File: config.mk
export PLATFORM = sky130hd
export DESIGN_NAME = ssd_sensor_diag
export DESIGN_NICKNAME = d
export VERILOG_FILES = /design/src/rtl/ssd_escalate.v /design/src/rtl/ssd_chain_link.v /design/src/rtl/ssd_sensor_diag.v
export VERILOG_INCLUDE_DIRS = /design/src /design/src/rtl
export SDC_FILE = /design/constraint.sdc
export NUM_CORES = 1
export LEC_CHECK = 0
export CAP_MARGIN = 10
export CORE_MARGIN = 4
export CORE_UTILIZATION = 57
export DETAILED_ROUTE_END_ITERATION = 8
export DONT_BUFFER_PORTS = 1
export PLACE_DENSITY = 0.72
export SLEW_MARGIN = 40
export SYNTH_ARGS = -nofsm -noshare
export SYNTH_HDL_FRONTEND = slang
export SYNTH_HIERARCHICAL = 1
export SYNTH_SLANG_ARGS = --single-unit
File: constraint.sdc
create_clock -name clk -period 5.5 [get_ports clk]
set_clock_uncertainty 0.1 [all_clocks]
set_input_delay 1.1 -clock clk [delete_from_list [all_inputs] [get_ports clk]]
set_output_delay 1.1 -clock clk [all_outputs]
set_load 0.02 [all_outputs]
File: src/rtl/ssd_regs.vh
// register map, bit positions and timing constants of the sensor diagnostic block
`ifndef SSD_REGS_VH
`define SSD_REGS_VH

// apb byte addresses
`define SSD_ADDR_DIAG      12'h000
`define SSD_ADDR_CTRL      12'h004
`define SSD_ADDR_IRQ_STAT  12'h008
`define SSD_ADDR_IRQ_MASK  12'h00c
`define SSD_ADDR_STATE     12'h010

// response byte bits
`define SSD_RSP_OUT_EN     0
`define SSD_RSP_ACT        1
`define SSD_RSP_INPUTS     4
`define SSD_RSP_LIMIT      5
`define SSD_RSP_WARN       6
`define SSD_RSP_FAIL       7

// request byte bit
`define SSD_REQ_FAIL_RST   7

// fault vector bits, shared by warning and failure bytes
`define SSD_FLT_OUT_A      0
`define SSD_FLT_OUT_B      1
`define SSD_FLT_CROSS      2
`define SSD_FLT_TEMP       3
`define SSD_FLT_ACT        4
`define SSD_FLT_INTERNAL   5
`define SSD_FLT_COMM       6

// control register fields
`define SSD_CTRL_RST_BIT   0
`define SSD_CTRL_SLOT_LSB  8
`define SSD_CTRL_SLOT_MSB  12

// interrupt status bits
`define SSD_IRQ_WARN       0
`define SSD_IRQ_FAIL       1
`define SSD_IRQ_REQ        2
`define SSD_IRQ_CLR        3
`define SSD_IRQ_W          4

// chain geometry and slot kinds
`define SSD_SLOT_W         5
`define SSD_MAX_CHAIN      5'd31
`define SSD_KIND_RSP       2'h0
`define SSD_KIND_WARN      2'h1
`define SSD_KIND_FAIL      2'h2
`define SSD_REFRESH_CYC    16'h0040

// escalation delay: minutes, seconds per minute, clock rate in hz
`define SSD_WARN_MIN       40'd30
`define SSD_SEC_PER_MIN    40'd60
`define SSD_CLK_HZ         40'd40000000

`endif

File: src/rtl/ssd_escalate.v
// warning timer and latched failure state of one sensor
`timescale 1ns/1ps
`include "ssd_regs.vh"

module ssd_escalate #(
  parameter [39:0] WARN_CYCLES = `SSD_WARN_MIN * `SSD_SEC_PER_MIN * `SSD_CLK_HZ
) (
  input  wire       clk,
  input  wire       rstN,
  input  wire [6:0] fault,
  input  wire       resetReq,
  output reg        warnActive_q,
  output reg        failActive_q,
  output reg  [7:0] warnByte_q,
  output reg  [7:0] failByte_q,
  output reg        warnStart_q,
  output reg        failStart_q,
  output reg        failClear_q
);

  localparam ST_IDLE = 2'd0;
  localparam ST_WARN = 2'd1;
  localparam ST_FAIL = 2'd2;

  reg  [1:0]  state_q;
  reg  [39:0] cnt_q;
  wire        warnCond = |fault[`SSD_FLT_TEMP:`SSD_FLT_OUT_A];
  wire        hardCond = fault[`SSD_FLT_ACT] | fault[`SSD_FLT_INTERNAL];
  wire        anyFault = warnCond | hardCond;

  // actuator and internal faults skip the warning, output, cross and temp faults get the grace delay, comm faults do neither
  always @(posedge clk or negedge rstN) begin
    if (!rstN) begin
      state_q      <= ST_IDLE;
      cnt_q        <= 40'h0;
      warnActive_q <= 1'b0;
      failActive_q <= 1'b0;
      warnByte_q   <= 8'h00;
      failByte_q   <= 8'h00;
      warnStart_q  <= 1'b0;
      failStart_q  <= 1'b0;
      failClear_q  <= 1'b0;
    end else begin
      warnStart_q <= 1'b0;
      failStart_q <= 1'b0;
      failClear_q <= 1'b0;
      warnByte_q  <= {1'b0, fault[`SSD_FLT_COMM], fault[`SSD_FLT_INTERNAL], 1'b0,
                      fault[`SSD_FLT_TEMP:`SSD_FLT_OUT_A]};
      case (state_q)
        ST_IDLE: begin
          if (hardCond) begin
            state_q      <= ST_FAIL;
            failActive_q <= 1'b1;
            failStart_q  <= 1'b1;
            failByte_q   <= {2'b00, fault[`SSD_FLT_INTERNAL:`SSD_FLT_OUT_A]};
          end else if (warnCond) begin
            state_q      <= ST_WARN;
            warnActive_q <= 1'b1;
            warnStart_q  <= 1'b1;
            cnt_q        <= 40'h0;
          end
        end
        ST_WARN: begin
          if (hardCond || cnt_q == WARN_CYCLES - 40'd1) begin
            state_q      <= ST_FAIL;
            warnActive_q <= 1'b0;
            failActive_q <= 1'b1;
            failStart_q  <= 1'b1;
            failByte_q   <= {2'b00, fault[`SSD_FLT_INTERNAL:`SSD_FLT_OUT_A]};
          end else if (!warnCond) begin
            state_q      <= ST_IDLE;
            warnActive_q <= 1'b0;
          end else begin
            cnt_q <= cnt_q + 40'd1;
          end
        end
        ST_FAIL: begin
          // reset is refused while any fault other than comm is still seen
          if (resetReq && !anyFault) begin
            state_q      <= ST_IDLE;
            failActive_q <= 1'b0;
            failByte_q   <= 8'h00;
            failClear_q  <= 1'b1;
          end else begin
            failByte_q <= failByte_q | {2'b00, fault[`SSD_FLT_INTERNAL:`SSD_FLT_OUT_A]};
          end
        end
        default: begin
          state_q <= ST_IDLE;
        end
      endcase
    end
  end

endmodule // ssd_escalate

File: src/rtl/ssd_chain_link.v
// pass-through of the serial diagnostic chain with own slot insertion
`timescale 1ns/1ps
`include "ssd_regs.vh"

module ssd_chain_link #(
  parameter [15:0] REFRESH_CYC = `SSD_REFRESH_CYC
) (
  input  wire       clk,
  input  wire       rstN,
  input  wire [4:0] ownSlot,
  input  wire [7:0] ownResp,
  input  wire [7:0] ownWarn,
  input  wire [7:0] ownFail,
  input  wire       reqInValid,
  input  wire [4:0] reqInSlot,
  input  wire [7:0] reqInByte,
  output reg        reqOutValid_q,
  output reg  [4:0] reqOutSlot_q,
  output reg  [7:0] reqOutByte_q,
  input  wire       rspInValid,
  input  wire [4:0] rspInSlot,
  input  wire [1:0] rspInKind,
  input  wire [7:0] rspInByte,
  output reg        rspOutValid_q,
  output reg  [4:0] rspOutSlot_q,
  output reg  [1:0] rspOutKind_q,
  output reg  [7:0] rspOutByte_q,
  output reg        reqHit_q,
  output reg  [7:0] reqByte_q
);

  reg  [15:0] refresh_q;
  reg         pend_q;
  reg  [1:0]  kind_q;
  wire        reqMine = reqInValid && reqInSlot == ownSlot;
  wire        emitOwn = pend_q && !rspInValid;
  reg  [7:0]  ownByte;

  always @* begin
    case (kind_q)
      `SSD_KIND_WARN: ownByte = ownWarn;
      `SSD_KIND_FAIL: ownByte = ownFail;
      default:        ownByte = ownResp;
    endcase
  end

  // downstream traffic first so the chain never stalls; own bytes wait
  always @(posedge clk or negedge rstN) begin
    if (!rstN) begin
      refresh_q     <= 16'h0000;
      pend_q        <= 1'b0;
      kind_q        <= `SSD_KIND_RSP;
      reqOutValid_q <= 1'b0;
      reqOutSlot_q  <= 5'h00;
      reqOutByte_q  <= 8'h00;
      rspOutValid_q <= 1'b0;
      rspOutSlot_q  <= 5'h00;
      rspOutKind_q  <= `SSD_KIND_RSP;
      rspOutByte_q  <= 8'h00;
      reqHit_q      <= 1'b0;
      reqByte_q     <= 8'h00;
    end else begin
      refresh_q <= (refresh_q == REFRESH_CYC - 16'd1) ? 16'h0000 : refresh_q + 16'd1;
      if (refresh_q == REFRESH_CYC - 16'd1) begin
        pend_q <= 1'b1;
      end else if (emitOwn) begin
        pend_q <= 1'b0;
      end
      if (emitOwn) begin
        kind_q <= (kind_q == `SSD_KIND_FAIL) ? `SSD_KIND_RSP : kind_q + 2'd1;
      end
      rspOutValid_q <= rspInValid | emitOwn;
      rspOutSlot_q  <= rspInValid ? rspInSlot : ownSlot;
      rspOutKind_q  <= rspInValid ? rspInKind : kind_q;
      rspOutByte_q  <= rspInValid ? rspInByte : ownByte;
      reqOutValid_q <= reqInValid & ~reqMine;
      reqOutSlot_q  <= reqInSlot;
      reqOutByte_q  <= reqInByte;
      reqHit_q      <= reqMine;
      if (reqMine) begin
        reqByte_q <= reqInByte;
      end
    end
  end

endmodule // ssd_chain_link

File: src/rtl/ssd_sensor_diag.v
// serial diagnostic status logic of one chained safety sensor, with apb registers
`timescale 1ns/1ps
`include "ssd_regs.vh"

module ssd_sensor_diag #(
  parameter [39:0] WARN_CYCLES = `SSD_WARN_MIN * `SSD_SEC_PER_MIN * `SSD_CLK_HZ,
  parameter [15:0] REFRESH_CYC = `SSD_REFRESH_CYC
) (
  input  wire        clk,
  input  wire        rst_n,
  // apb slave
  input  wire        psel,
  input  wire        penable,
  input  wire        pwrite,
  input  wire [11:0] paddr,
  input  wire [31:0] pwdata,
  output wire        pready,
  output reg  [31:0] prdata_q,
  output wire        pslverr,
  output wire        irq,
  // sensing front end
  input  wire        actuatorPresent,
  input  wire        actuatorValid,
  input  wire        actuatorLimit,
  input  wire        safety_input_a,
  input  wire        safety_input_b,
  input  wire        faultOutA,
  input  wire        faultOutB,
  input  wire        faultCross,
  input  wire        faultTemp,
  input  wire        faultActuator,
  input  wire        faultInternal,
  input  wire        faultComm,
  output reg         safety_output_a,
  output reg         safety_output_b,
  // request path, upstream in and downstream out
  input  wire        reqInValid,
  input  wire [4:0]  reqInSlot,
  input  wire [7:0]  reqInByte,
  output wire        reqOutValid,
  output wire [4:0]  reqOutSlot,
  output wire [7:0]  reqOutByte,
  // response path, downstream in and upstream out
  input  wire        rspInValid,
  input  wire [4:0]  rspInSlot,
  input  wire [1:0]  rspInKind,
  input  wire [7:0]  rspInByte,
  output wire        rspOutValid,
  output wire [4:0]  rspOutSlot,
  output wire [1:0]  rspOutKind,
  output wire [7:0]  rspOutByte
);

  // reset release through two flops; assertion stays asynchronous
  reg         rstMeta_q;
  reg         rstSync_q;
  wire        rstN = rstSync_q;

  // software visible state
  reg  [4:0]  slot_q;
  reg  [`SSD_IRQ_W-1:0] irqStat_q;
  reg  [`SSD_IRQ_W-1:0] irqMask_q;
  reg  [7:0]  failCount_q;
  reg         swReset_q;
  reg  [7:0]  resp_q;

  // bus decode
  wire        setupPh  = psel & ~penable;
  wire        accessPh = psel & penable;
  reg         addrHit;
  wire        wrEn     = accessPh & pwrite & addrHit;

  // escalation outputs
  wire        warnActive;
  wire        failActive;
  wire [7:0]  warnByte;
  wire [7:0]  failByte;
  wire        warnStart;
  wire        failStart;
  wire        failClear;

  // chain request capture
  wire        reqHit;
  wire [7:0]  reqByte;

  // condition terms
  wire        actuated;
  wire        inputsOk;
  wire        outEn;
  wire        failResetReq;
  wire [6:0]  faultVec;
  reg  [7:0]  respNext;
  reg  [`SSD_IRQ_W-1:0] irqEvent;

  always @(posedge clk or negedge rst_n) begin
    if (!rst_n) begin
      rstMeta_q <= 1'b0;
      rstSync_q <= 1'b0;
    end else begin
      rstMeta_q <= 1'b1;
      rstSync_q <= rstMeta_q;
    end
  end

  // sensing conditions, all active high
  assign actuated = actuatorPresent & actuatorValid;
  assign inputsOk = safety_input_a & safety_input_b;
  // warning does not drop the outputs, only a latched failure does
  assign outEn    = actuated & inputsOk & ~failActive;

  assign faultVec = {faultComm, faultInternal, faultActuator, faultTemp,
                     faultCross, faultOutB, faultOutA};

  // failure reset from the chain request byte or from software
  assign failResetReq = (reqHit & reqByte[`SSD_REQ_FAIL_RST]) | swReset_q;

  // response byte; input and limit bits gated by actuation so idle reads zero
  always @* begin
    respNext                  = 8'h00;
    respNext[`SSD_RSP_OUT_EN] = outEn;
    respNext[`SSD_RSP_ACT]    = actuated;
    respNext[`SSD_RSP_INPUTS] = inputsOk & actuated;
    respNext[`SSD_RSP_LIMIT]  = actuatorLimit & actuated;
    respNext[`SSD_RSP_WARN]   = warnActive;
    respNext[`SSD_RSP_FAIL]   = failActive;
  end

  // response byte and the outputs share one edge so they never disagree
  always @(posedge clk or negedge rstN) begin
    if (!rstN) begin
      resp_q          <= 8'h00;
      safety_output_a <= 1'b0;
      safety_output_b <= 1'b0;
    end else begin
      resp_q          <= respNext;
      safety_output_a <= outEn;
      safety_output_b <= outEn;
    end
  end

  ssd_escalate #(
    .WARN_CYCLES (WARN_CYCLES)
  ) uEscalate (
    .clk          (clk),
    .rstN         (rstN),
    .fault        (faultVec),
    .resetReq     (failResetReq),
    .warnActive_q (warnActive),
    .failActive_q (failActive),
    .warnByte_q   (warnByte),
    .failByte_q   (failByte),
    .warnStart_q  (warnStart),
    .failStart_q  (failStart),
    .failClear_q  (failClear)
  );

  ssd_chain_link #(
    .REFRESH_CYC (REFRESH_CYC)
  ) uChain (
    .clk           (clk),
    .rstN          (rstN),
    .ownSlot       (slot_q),
    .ownResp       (resp_q),
    .ownWarn       (warnByte),
    .ownFail       (failByte),
    .reqInValid    (reqInValid),
    .reqInSlot     (reqInSlot),
    .reqInByte     (reqInByte),
    .reqOutValid_q (reqOutValid),
    .reqOutSlot_q  (reqOutSlot),
    .reqOutByte_q  (reqOutByte),
    .rspInValid    (rspInValid),
    .rspInSlot     (rspInSlot),
    .rspInKind     (rspInKind),
    .rspInByte     (rspInByte),
    .rspOutValid_q (rspOutValid),
    .rspOutSlot_q  (rspOutSlot),
    .rspOutKind_q  (rspOutKind),
    .rspOutByte_q  (rspOutByte),
    .reqHit_q      (reqHit),
    .reqByte_q     (reqByte)
  );

  // address decode
  always @* begin
    case (paddr)
      `SSD_ADDR_DIAG:     addrHit = 1'b1;
      `SSD_ADDR_CTRL:     addrHit = 1'b1;
      `SSD_ADDR_IRQ_STAT: addrHit = 1'b1;
      `SSD_ADDR_IRQ_MASK: addrHit = 1'b1;
      `SSD_ADDR_STATE:    addrHit = 1'b1;
      default:            addrHit = 1'b0;
    endcase
  end

  // zero wait state: access phase always completes in one cycle
  assign pready  = 1'b1;
  assign pslverr = accessPh & ~addrHit;

  // read data latched in setup so it is stable across the access phase
  always @(posedge clk or negedge rstN) begin
    if (!rstN) begin
      prdata_q <= 32'h00000000;
    end else if (setupPh) begin
      case (paddr)
        `SSD_ADDR_DIAG:     prdata_q <= {8'h00, failByte, warnByte, resp_q};
        `SSD_ADDR_CTRL:     prdata_q <= {19'h00000, slot_q, 8'h00};
        `SSD_ADDR_IRQ_STAT: prdata_q <= {28'h0000000, irqStat_q};
        `SSD_ADDR_IRQ_MASK: prdata_q <= {28'h0000000, irqMask_q};
        `SSD_ADDR_STATE:    prdata_q <= {16'h0000, failCount_q, reqByte};
        default:            prdata_q <= 32'h00000000;
      endcase
    end
  end

  // control: chain slot and a one-cycle software failure reset
  always @(posedge clk or negedge rstN) begin
    if (!rstN) begin
      slot_q    <= 5'h00;
      swReset_q <= 1'b0;
      irqMask_q <= {`SSD_IRQ_W{1'b0}};
    end else begin
      swReset_q <= wrEn && paddr == `SSD_ADDR_CTRL && pwdata[`SSD_CTRL_RST_BIT];
      // slots beyond the chain length are refused, old slot kept
      if (wrEn && paddr == `SSD_ADDR_CTRL &&
          pwdata[`SSD_CTRL_SLOT_MSB:`SSD_CTRL_SLOT_LSB] < `SSD_MAX_CHAIN) begin
        slot_q <= pwdata[`SSD_CTRL_SLOT_MSB:`SSD_CTRL_SLOT_LSB];
      end
      if (wrEn && paddr == `SSD_ADDR_IRQ_MASK) begin
        irqMask_q <= pwdata[`SSD_IRQ_W-1:0];
      end
    end
  end

  // interrupt events
  always @* begin
    irqEvent                = {`SSD_IRQ_W{1'b0}};
    irqEvent[`SSD_IRQ_WARN] = warnStart;
    irqEvent[`SSD_IRQ_FAIL] = failStart;
    irqEvent[`SSD_IRQ_REQ]  = reqHit;
    irqEvent[`SSD_IRQ_CLR]  = failClear;
  end

  // sticky status, write one to clear; a new event in the same cycle wins
  always @(posedge clk or negedge rstN) begin
    if (!rstN) begin
      irqStat_q   <= {`SSD_IRQ_W{1'b0}};
      failCount_q <= 8'h00;
    end else begin
      if (wrEn && paddr == `SSD_ADDR_IRQ_STAT) begin
        irqStat_q <= (irqStat_q & ~pwdata[`SSD_IRQ_W-1:0]) | irqEvent;
      end else begin
        irqStat_q <= irqStat_q | irqEvent;
      end
      // saturating so a flapping fault cannot wrap the count to zero
      if (failStart && failCount_q != 8'hff) begin
        failCount_q <= failCount_q + 8'h01;
      end
    end
  end

  assign irq = |(irqStat_q & irqMask_q);

endmodule // ssd_sensor_diag

==> impl_metrics.csv <==
group,metric,value,unit
final_layout,layout_common_cells,"170 x dfrtp_1, 82 x nand2_1, 57 x nor2_1",
global_route,grt_pass1_vias,5802,
worst_setup_path,crit_chain,"nor4_2 -> nor3_4 -> nand2b_2 -> clkinv_2 -> nor4b_1 -> nand2b_1 -> inv_1 -> o21ai_0 -> a22o_1",
sta,period_share,0.7145,
outcome,status,"finished clean",
detailed_routing,drc,0,
yosys,avgSynthCellArea,10.63,sq um
detailed_routing,postRouteAntennaNets,0,
worst_setup_path,worstRegToRegCells,8,
worst_setup_path,crit_arrival,4.19,ns
clock_tree,clockBufferDepth,2,
yosys,synth_seq_area_share,0.5348,
yosys,synth_cells,753,
power,power.density,302.1,nW/um^2
die,rows,43,
die,die_h,126.5,um
yosys,yosysWarnings,6,
sta,setup_violations,0,
detailed_routing,wl_per_cell,19.37,um
worst_setup_path,endpoint_kind,"flip-flop",
clock_tree,hold_buffers,0,
detailed_routing,finalWirelength,18150,um
global_route,antenna_found_initial,1,
detailed_routing,drt-vias-per-instance,6.156,
clock_tree,cts-root-buf,"clkbuf_16",
place,gp_congestion,0.9022,
clock_tree,clock-sinks,171,
place,port_buffers,0,
worst_setup_path,critPathMaxStageDelay,0.82,ns
sta,rsz0062_at_grt,"false",
worst_setup_path,cp.required,5.76,ns
hold_path,hold_class,"reg -> async",
detailed_routing,drt_iter0_markers,478,
die,die_area,16000,sq um
worst_setup_path,path_class,"in -> reg",
sta,fmax,254.5,MHz
worst_setup_path,crit_fanout,29,
die,ioPinCount,158,
sta,slew_headroom,0.4344,
power,power_leakage,3.766,nW
yosys,synth_edf_count,0,
final_layout,mostFrequentLayoutCell,"dfrtp_1",
worst_setup_path,start_kind,"primary input",
yosys,ys_ff_latch,171,
clock_tree,insertion_delay,0.43,ns
yosys,synth_cell_type_count,68,
final_layout,nFillCells,1094,
final_layout,design_area,8636,sq um
yosys,synth_area,8001,sq um
clock_tree,postCtsSetupBuffers,0,
place,dpl-instance-area,8063,sq um
yosys,synth_flop_cell,"dfrtp_1",
detailed_routing,dr.pass1.iters,5,
die,start_util,0.5787,
clock_tree,cts_made_buffers,17,
global_route,gr-usage-all-layers,0.2334,
power,ir_drop,0.2009,mV
detailed_routing,vias,5768,
place,hpwl,12730,um
clock_tree,cts_tree,"built",
clock_tree,cts-resized-gates,0,
global_route,grt_overflow,0,
global_route,grt_max_degree,98,
final_layout,area_growth,7.928,%
sta,fin_crit,3.930,ns
die,core,13830,sq um
final_layout,finalNetCount,841,
flow_run,maxCapViolCount,0,
global_route,grt_first_pass_wirelength,30130,um
sta,tightest_slew,0.8367,ns
sta,drv_slew,0,
worst_setup_path,critPathSlowestCell,"nor4b_1",
sta,hold_violations,0,
clock_tree,h-tree-depth,4,
sta,finalSetupTns,0,ns
yosys,synthArstFlopShare,1.000,
final_layout,final_layout_size_suffix_gt1_frac,0.1098,
clock_tree,path_clk_slew,0.07,ns
die,fp.dieW,126.5,um
## Yosys cell counts, types with 9 or more instances
| cell type | n | area share |
|---|---|---|
| buf_4 | 16 | 0.015 |
| o21ai_0 | 53 | 0.033 |
| nand3_1 | 25 | 0.016 |
| mux2i_1 | 16 | 0.020 |
| nand4_1 | 19 | 0.015 |
| a22o_1 | 13 | 0.014 |
| o31ai_1 | 9 | 0.0084 |
| xor2_1 | 18 | 0.020 |
| mux2_2 | 16 | 0.023 |
| inv_1 | 11 | 0.0052 |
| nor2_1 | 57 | 0.027 |
| a22oi_1 | 10 | 0.0094 |
| a21oi_1 | 20 | 0.013 |
| nand2_1 | 82 | 0.038 |
| xnor2_1 | 23 | 0.025 |
| nor3_1 | 15 | 0.0094 |
| clkbuf_1 | 19 | 0.0089 |
| nor4_1 | 12 | 0.0094 |
| and3_1 | 9 | 0.0070 |
| dfrtp_1 | 171 | 0.53 |
## report_power, final
group	total, mW	leakage [nW]	internal, mW	switching [mW]
registers	1.36	2.19	1.30	0.0595
logic	0.0974	1.31	0.0404	0.0570
clock network	1.15	0.268	0.649	0.500
## cells by family (layout without fill, tap and decap cells)
| logic type | count (synthesis) | count (layout) | share of synthesized area |
|---|---|---|---|
| and+or+nand+nor | 298 | 298 | 0.2061 |
| other | 3 | 17 | 0.001407 |
| AOI/OAI and AO/OA | 136 | 136 | 0.1093 |
| xor gates and xnor gates | 41 | 41 | 0.04488 |
| adders and majority gates | 7 | 7 | 0.01095 |
| DFF | 171 | 171 | 0.5348 |
| muxes | 40 | 40 | 0.05379 |
| buffers and inverters | 57 | 47 | 0.03878 |
## flip-flops by register name, summed over array words and instances (netlist names), 2 cells and up
signal	count
uEscalate/cnt_q	40
irqStat_q	4
uChain/rspOutSlot_q	5
prdata_q	24
uChain/refresh_q	16
irqMask_q	4
uChain/reqByte_q	8
uChain/rspOutKind_q	2
uChain/rspOutByte_q	8
uChain/kind_q	2
uChain/reqOutByte_q	8
uEscalate/warnByte_q	6
slot_q	5
uChain/reqOutSlot_q	5
resp_q	6
uEscalate/state_q	2
uEscalate/failByte_q	6
failCount_q	8
## critical path, delay by kind of cell
kind,cells,cell delay (ns)
buffers and inverters,2,0.49
AO/OA/AOI/OAI,2,0.26
AND/OR/NAND/NOR,5,2.32
## metrics by stage
step	setup slack, ns	hold WS, ns	utilization	instances	power, mW
4_1_cts	1.657	0.1797	0.6244	936	2.624
3_3_place_gp	1.322	0.2400	0.5817	903	1.473
6_report	1.570	0.1617	0.6246	937	2.609
3_5_place_dp	1.217	0.1704	0.5831	904	1.482
5_1_grt	1.346	0.2064	0.6246	937	2.707
2_1_floorplan	0.2824	0.2312	-	766	1.465
## layer usage
metal / GRT usage / wire [um]
met1: 0.2972 / 7552
met2: 0.3932 / 9361
met3: 0.05600 / 922
met4: 0.08013 / 312
met5: 0 / 0
## cell type report
type                       instances  area [sq um]  share of cell area
clock inverter                    13         117.6             0.01362
tap                              180         225.2             0.02608
clock buffer                      19         452.9             0.05245
sequential                       171          4283              0.4959
antenna                            1         2.502           0.0002898
inverter                          12         46.29            0.005361
multi-input combinational        538          3461              0.4008
timing repair buffer               3         47.55            0.005506
## final timing paths
path                                      start                  to  slack (ns)
hold reg to reg                            rstN  uEscalate/cnt_q[7]        0.16
max in group asynchronous                  rstN         prdata_q[5]        4.32
setup reg to reg           uEscalate/state_q[1]  uEscalate/cnt_q[6]        2.27
setup / recovery                      faultOutA  uEscalate/cnt_q[6]        1.57
min in group clk                      rstMeta_q                rstN        0.26
hold / removal                             rstN  uEscalate/cnt_q[7]        0.16
Power figures use the tool's default switching activity.
